[config.mk]
export PLATFORM = sky130hd
export DESIGN_NAME = bfmu_unit
export DESIGN_NICKNAME = d
export VERILOG_FILES = /design/src/logic/bfmu_pkg.sv /design/src/logic/bfmu_shifter.sv /design/src/logic/bfmu_unit.sv
export SDC_FILE = /design/constraint.sdc
export NUM_CORES = 1
export LEC_CHECK = 0
export BUFFER_PORTS_ARGS = -buffer_cell sky130_fd_sc_hd__buf_2
export CAP_MARGIN = 40
export CORE_AREA = 4 4 75 77
export CTS_CLUSTER_SIZE = 30
export DETAILED_ROUTE_END_ITERATION = 10
export DIE_AREA = 0 0 79 81
export PLACE_DENSITY = 0.84
export SKIP_LAST_GASP = 1
export SYNTH_ARGS = -nofsm -noshare
export SYNTH_HDL_FRONTEND = slang
export SYNTH_SLANG_ARGS = --single-unit
[constraint.sdc]
create_clock -name clk -period 2.66 [get_ports clk]
set_clock_uncertainty 0.1 [all_clocks]
set_input_delay 0.798 -clock clk [delete_from_list [all_inputs] [get_ports clk]]
set_output_delay 0.798 -clock clk [all_outputs]
set_load 0.1 [all_outputs]
[src/logic/bfmu_pkg.sv]
package bfmu_pkg;

   // Status register bit positions.
   localparam int unsigned SR_C = 0;
   localparam int unsigned SR_Z = 1;
   localparam int unsigned SR_N = 2;
   localparam int unsigned SR_V = 3;
   localparam int unsigned SR_S = 4;
   localparam int unsigned SR_H = 5;
   localparam int unsigned SR_T = 6;
   localparam int unsigned SR_I = 7;

   // Values after reset.
   localparam logic [7:0] SR_RESET  = 8'h00;
   localparam logic [7:0] RES_RESET = 8'h00;

   // Cycle counts per operation class.
   localparam int unsigned IO_BIT_CYCLES = 2;
   localparam int unsigned ONE_CYCLE     = 1;

   // Operation codes presented by the decoder.
   localparam logic [4:0] OP_NOP                   = 5'h00;
   localparam logic [4:0] OP_IO_BIT_SET            = 5'h01;
   localparam logic [4:0] OP_IO_BIT_CLEAR          = 5'h02;
   localparam logic [4:0] OP_LOGICAL_LEFT_SHIFT    = 5'h03;
   localparam logic [4:0] OP_LOGICAL_RIGHT_SHIFT   = 5'h04;
   localparam logic [4:0] OP_ROTATE_LEFT_CARRY     = 5'h05;
   localparam logic [4:0] OP_ROTATE_RIGHT_CARRY    = 5'h06;
   localparam logic [4:0] OP_ARITH_SHIFT_RIGHT     = 5'h07;
   localparam logic [4:0] OP_NIBBLE_SWAP           = 5'h08;
   localparam logic [4:0] OP_STATUS_BIT_FORCE_ONE  = 5'h09;
   localparam logic [4:0] OP_STATUS_BIT_FORCE_ZERO = 5'h0A;
   localparam logic [4:0] OP_REG_BIT_TO_TRANSFER   = 5'h0B;
   localparam logic [4:0] OP_TRANSFER_TO_REG_BIT   = 5'h0C;
   localparam logic [4:0] OP_SLEEP                 = 5'h0D;
   localparam logic [4:0] OP_WATCHDOG_RESTART      = 5'h0E;

   typedef enum logic [1:0] {
      BFMU_IDLE,
      BFMU_IO_RMW
   } bfmu_state_t;

endpackage : bfmu_pkg

[src/logic/bfmu_shifter.sv]
`timescale 1ns/1ps

// Shift and rotate datapath with flag outcomes; purely combinational.
module bfmu_shifter (
   input  wire logic [4:0] op,
   input  wire logic [7:0] operand,
   input  wire logic       carry_in,
   output logic      [7:0] result,
   output logic            carry_out,
   output logic            zero,
   output logic            negative,
   output logic            overflow
);
   import bfmu_pkg::*;

   // Select the shifted value and the bit expelled into carry.
   always_comb begin
      result    = operand;
      carry_out = carry_in;
      case (op)
         OP_LOGICAL_LEFT_SHIFT: begin
            result    = {operand[6:0], 1'b0};
            carry_out = operand[7];
         end
         OP_LOGICAL_RIGHT_SHIFT: begin
            result    = {1'b0, operand[7:1]};
            carry_out = operand[0];
         end
         OP_ROTATE_LEFT_CARRY: begin
            result    = {operand[6:0], carry_in};
            carry_out = operand[7];
         end
         OP_ROTATE_RIGHT_CARRY: begin
            result    = {carry_in, operand[7:1]};
            carry_out = operand[0];
         end
         OP_ARITH_SHIFT_RIGHT: begin
            result    = {operand[7], operand[7:1]};
            carry_out = operand[0];
         end
         default: begin
            result    = operand;
            carry_out = carry_in;
         end
      endcase
   end

   // Flags derived from the result; V also uses the carry out.
   assign zero     = (result == 8'h00);
   assign negative = result[7];
   assign overflow = negative ^ carry_out;

endmodule : bfmu_shifter

[src/logic/bfmu_unit.sv]
`timescale 1ns/1ps

// Overview of operation
// - I/O bit set writes one to the addressed bit only, two cycles.
// - I/O bit clear writes zero to the addressed bit only, two cycles.
// - Rotate left through carry; carry into bit 0, bit 7 to carry.
// - Rotate right through carry; carry into bit 7, bit 0 to carry.
// - Arithmetic shift right keeps sign, updates Z C N V, one cycle.
// - Nibble swap exchanges halves, no flag change, one cycle.
// - Flag force one or zero on the selected status bit, one cycle.
// - Bit store copies selected register bit into transfer flag.
// - Bit load copies transfer flag into selected register bit.
// - Overflow flag raise and drop touch only that flag.
// - Signed flag raise and drop touch only that flag.
// - Half carry raise and drop touch only that flag.
// - Sleep takes one cycle and changes no flag.
// - Watchdog restart takes one cycle, no flags, pulses restart.
module bfmu_unit (
   input  wire logic       clk,
   input  wire logic       rst,
   input  wire logic       op_valid,
   input  wire logic [4:0] op_code,
   input  wire logic [7:0] reg_operand,
   input  wire logic [2:0] bit_sel,
   input  wire logic [5:0] io_addr,
   input  wire logic [7:0] io_rdata,
   output logic            op_ready,
   output logic            op_done,
   output logic      [7:0] result_data,
   output logic            result_we,
   output logic      [5:0] io_waddr,
   output logic      [7:0] io_wdata,
   output logic            io_we,
   output logic      [7:0] status_register,
   output logic            sleep_req,
   output logic            watchdog_restart
);
   import bfmu_pkg::*;

   bfmu_state_t state_q;
   bfmu_state_t state_d;
   logic [7:0]  sr_q;
   logic [7:0]  sr_d;
   logic [7:0]  res_q;
   logic [7:0]  res_d;
   logic        res_we_q;
   logic        res_we_d;
   logic [5:0]  io_addr_q;
   logic [2:0]  io_bit_q;
   logic        io_set_q;
   logic [7:0]  io_wdata_q;
   logic        io_we_q;
   logic        done_q;
   logic        done_d;
   logic        sleep_q;
   logic        wdr_q;
   logic        take;
   logic [7:0]  sh_result;
   logic        sh_c;
   logic        sh_z;
   logic        sh_n;
   logic        sh_v;
   logic        is_shift;

   // The unit accepts a new operation only when no I/O update is pending.
   assign op_ready = (state_q == BFMU_IDLE);
   assign take     = op_valid && op_ready;

   bfmu_shifter u_shifter (
      .op        (op_code),
      .operand   (reg_operand),
      .carry_in  (sr_q[SR_C]),
      .result    (sh_result),
      .carry_out (sh_c),
      .zero      (sh_z),
      .negative  (sh_n),
      .overflow  (sh_v)
   );

   assign is_shift = (op_code == OP_LOGICAL_LEFT_SHIFT) ||
                     (op_code == OP_LOGICAL_RIGHT_SHIFT) ||
                     (op_code == OP_ROTATE_LEFT_CARRY) ||
                     (op_code == OP_ROTATE_RIGHT_CARRY) ||
                     (op_code == OP_ARITH_SHIFT_RIGHT);

   // Next status, register result and sequencing for each operation.
   always_comb begin
      sr_d     = sr_q;
      res_d    = res_q;
      res_we_d = 1'b0;
      done_d   = 1'b0;
      state_d  = state_q;
      case (state_q)
         BFMU_IDLE: begin
            if (take) begin
               if (is_shift) begin
                  res_d         = sh_result;
                  res_we_d      = 1'b1;
                  sr_d[SR_C]    = sh_c;
                  sr_d[SR_Z]    = sh_z;
                  sr_d[SR_N]    = sh_n;
                  sr_d[SR_V]    = sh_v;
                  done_d        = 1'b1;
               end else begin
                  case (op_code)
                     OP_IO_BIT_SET, OP_IO_BIT_CLEAR: begin
                        // Read-modify-write needs a second cycle.
                        state_d = BFMU_IO_RMW;
                     end
                     OP_NIBBLE_SWAP: begin
                        res_d    = {reg_operand[3:0],
                                    reg_operand[7:4]};
                        res_we_d = 1'b1;
                        done_d   = 1'b1;
                     end
                     OP_STATUS_BIT_FORCE_ONE: begin
                        // Covers V, S, H, C, N, Z, I and T raises.
                        sr_d[bit_sel] = 1'b1;
                        done_d        = 1'b1;
                     end
                     OP_STATUS_BIT_FORCE_ZERO: begin
                        sr_d[bit_sel] = 1'b0;
                        done_d        = 1'b1;
                     end
                     OP_REG_BIT_TO_TRANSFER: begin
                        sr_d[SR_T] = reg_operand[bit_sel];
                        done_d     = 1'b1;
                     end
                     OP_TRANSFER_TO_REG_BIT: begin
                        res_d          = reg_operand;
                        res_d[bit_sel] = sr_q[SR_T];
                        res_we_d       = 1'b1;
                        done_d         = 1'b1;
                     end
                     default: begin
                        // No-op, sleep and watchdog restart leave flags.
                        done_d = 1'b1;
                     end
                  endcase
               end
            end
         end
         BFMU_IO_RMW: begin
            done_d  = 1'b1;
            state_d = BFMU_IDLE;
         end
         default: begin
            state_d = BFMU_IDLE;
         end
      endcase
   end

   // Sequencer state.
   always_ff @(posedge clk or posedge rst) begin
      if (rst) begin
         state_q <= BFMU_IDLE;
      end else begin
         state_q <= state_d;
      end
   end

   // Status register and result register.
   always_ff @(posedge clk or posedge rst) begin
      if (rst) begin
         sr_q     <= SR_RESET;
         res_q    <= RES_RESET;
         res_we_q <= 1'b0;
         done_q   <= 1'b0;
      end else begin
         sr_q     <= sr_d;
         res_q    <= res_d;
         res_we_q <= res_we_d;
         done_q   <= done_d;
      end
   end

   // Capture I/O target on acceptance; the read data is sampled next cycle.
   always_ff @(posedge clk or posedge rst) begin
      if (rst) begin
         io_addr_q <= 6'h00;
         io_bit_q  <= 3'h0;
         io_set_q  <= 1'b0;
      end else if (take && ((op_code == OP_IO_BIT_SET) ||
                            (op_code == OP_IO_BIT_CLEAR))) begin
         io_addr_q <= io_addr;
         io_bit_q  <= bit_sel;
         io_set_q  <= (op_code == OP_IO_BIT_SET);
      end
   end

   // Second cycle: merge the single bit into the read value, flags untouched.
   always_ff @(posedge clk or posedge rst) begin
      if (rst) begin
         io_wdata_q <= 8'h00;
         io_we_q    <= 1'b0;
      end else if (state_q == BFMU_IO_RMW) begin
         io_wdata_q           <= io_rdata;
         io_wdata_q[io_bit_q] <= io_set_q;
         io_we_q              <= 1'b1;
      end else begin
         io_we_q <= 1'b0;
      end
   end

   // Control pulses for sleep and watchdog logic outside this unit.
   always_ff @(posedge clk or posedge rst) begin
      if (rst) begin
         sleep_q <= 1'b0;
         wdr_q   <= 1'b0;
      end else begin
         sleep_q <= take && (op_code == OP_SLEEP);
         wdr_q   <= take && (op_code == OP_WATCHDOG_RESTART);
      end
   end

   assign status_register  = sr_q;
   assign result_data      = res_q;
   assign result_we        = res_we_q;
   assign io_waddr         = io_addr_q;
   assign io_wdata         = io_wdata_q;
   assign io_we            = io_we_q;
   assign op_done          = done_q;
   assign sleep_req        = sleep_q;
   assign watchdog_restart = wdr_q;

endmodule : bfmu_unit

==> out/qor.yml <==
htree_levels: 2
vias_per_cell: 5.55
boundaryPins: 69
final_net_count: 363
crit_chain: "buf_2"
yosysUniqueCellTypes: 57
synth.most_common_cell: "dfrtp_1"
hold_viol_final: 0
final.setup.tns_ns: 0
initial_core_util_pct: 49.8
area_growth_syn_to_layout_pct: 21.3
dr.pass1.iters: 5
ctsResizeCount: 0
fmax_mhz: 432
track_usage_pct: 19.2
final_util_pct: 60.4
drive_above_1_share_pct: 35.6
holdCritStartpoint: "io_waddr[0]$_DFFE_PP0P_"
ys_top_cells_by_count: "40 x dfrtp_1, 34 x nor2_1, 20 x nand2_1, 19 x a21oi_1, 18 x mux2i_1"
core_sq_um: 5010
crit_type: "reg2out"
die_area_sq_um: 6400
syn-cell-area_sq_um: 2490
grtUsageMet3_pct: 3.88
ys_top_cells_by_area: "dfrtp_1 40%, mux2i_1 7.2%, mux2_2 6.8%"
p_leak_nw: 1.37
post_cts_buffers: 0
fin_crit_ns: 2.31
n_antenna_cell: 0
globalRouteOverflowTotal: 0
clock_path_buffers: 2
p_per_area_nw_per_um2: 873
numPortBuffers: 68
worstMarginPinSlew_ns: 0.560
postRouteAntennaNets: 0
relSlewSlack_pct: 62.6
crit_path_max_fanout: 12
critPathMaxStageDelay_ns: 0.61
worstPathArrival_ns: 1.41
rows: 26
clkSinkCount: 40
gp_congestion: 0.918
endpoint_kind: "primary output"
hold_path.class: "reg2reg"
fillers: 467
clock_latency_ns: 0.29
fin_ws_ns: 0.347
syn_avg_cell_area_sq_um: 9.52
max_cap_violations: 0
rsz0062_at_grt: "no"
clk_pin_slew_ns: 0.08
period_share_pct: 86.9
finalInstanceArea_sq_um: 3030
status: "completed"
cts.hold.buffers_added: 0
use_met1_pct: 25.9
grt_pass1_wl_microns: 9780
grtUsageMet2_pct: 31.6
grt_max_degree: 41
wl_per_cell_microns: 15.1
drc: 0
cts_made_buffers: 5
r2r-start: "state_q[0]$_DFFE_PP0P_"
crit_start: "status_register[6]$_DFFE_PP0P_"
setup_viol: 0
ys_seq_elements: 40
first_global_vias: 2084
drt_iter0_drc: 114
busiest_layer: "met2"
synthesis.nets: 295
antenna_found_initial: 0
crit_required_ns: 1.76
finalWirelength_microns: 6050
die_y_microns: 81
cp_slowest_cell: "dfrtp_1"
place_hpwl_microns: 4480
synth_edf_count: 0
multi_input_area_sq_um: 1360
yosysSeqAreaShare_pct: 40.1
place_ws_ns: 0.221
cts_root_buf: "clkbuf_8"
synth_top_area_share_pct: 40.1
vias: 2226
cp_num_buf_inv: 1
synth_flop_cell: "dfrtp_1"
synthCells: 262
cts_tree: "yes"
regArea_sq_um: 1000
critPathTopFamily: "flip-flops"
dpl-instance-area_sq_um: 2900
synth_top_cell_by_area: "dfrtp_1"
ys_warn_count: 0
die_w_microns: 79
slew_violations: 0
worstSetupStartpointType: "register"
synthArstFlopShare_pct: 100
vdd_drop_max_v: 0.000390
[per-layer routing]
layer	wire, microns	share of wire, %
met3	403	6.7
met1	2630	43
met4	88	1.5
met2	2930	48
met5	0	0
[worst reg2reg max path, delay by kind of cell, from the launching register on]
kind,cells,cell delay [ns]
DFF,1,0.42
muxes,1,0.33
and+or+nand+nor,4,0.99
[layout by cell type (no fill, tap or decap), types with 5 or more instances in the layout]
| cell type | instances |
|---|---|
| buf_2 | 68 |
| dfrtp_1 | 40 |
| nor2_1 | 34 |
| nand2_1 | 20 |
| a21oi_1 | 19 |
| mux2i_1 | 18 |
| mux2_2 | 15 |
| buf_4 | 14 |
| o211ai_1 | 7 |
| o21ai_0 | 6 |
| a31oi_1 | 6 |
| nor3_1 | 6 |
| a22oi_1 | 6 |
| clkbuf_8 | 6 |
| nor3b_1 | 5 |
[where the power goes]
| part | internal, W | switching (W) | leakage [nW] |
|---|---|---|---|
| registers | 0.000731 | 0.0000813 | 0.477 |
| logic | 0.000248 | 0.00106 | 0.828 |
| clock network | 0.000307 | 0.000212 | 0.0614 |
[path summary, 6_finish.rpt]
| path | end | slack (ns) | cells after the start |
|---|---|---|---|
| worst min register to register | io_waddr[0]$_DFFE_PP0P_ | 0.40 | 1 |
| worst max-delay path | status_register[6] | 0.35 | 1 |
| worst min-delay path | io_waddr[0]$_DFFE_PP0P_ | 0.40 | 1 |
| max in group asynchronous | op_done$_DFF_PP0_ | 1.60 | 3 |
| worst max register to register | register | 0.70 | 5 |
| min in group asynchronous | result_data[6]$_DFFE_PP0P_ | 0.51 | 3 |
[area by class of cell]
cell class	instances	area share (%)
Multi-Input combinational cell	197	44.8
Sequential cell	40	33.1
Timing Repair Buffer	82	14.7
Tap cell	70	2.89
Clock buffer	6	2.73
Clock inverter	2	1.28
Inverter	4	0.496
[logic make-up (layout without fill, tap and decap cells)]
logic type,count (synthesis),count (layout),synth area share (%)
multiplexers,33,33,14.0
flip-flops,40,40,40.1
AND/OR/NAND/NOR,98,98,21.7
AO/OA/AOI/OAI,64,64,17.7
buffers and inverters,25,94,5.52
XOR/XNOR,2,2,1.00
[through the flow]
stage / total power (W) / std cells / hold slack [ns]
2_1_floorplan: 0.00192 / 262 / 0.249
6_report: 0.00264 / 401 / 0.402
5_1_grt: 0.00275 / 401 / 0.426
3_3_place_gp: 0.00212 / 393 / 0.381
3_5_place_dp: 0.00214 / 393 / 0.388
4_1_cts: 0.00266 / 401 / 0.406
Power figures use the tool's default switching activity.
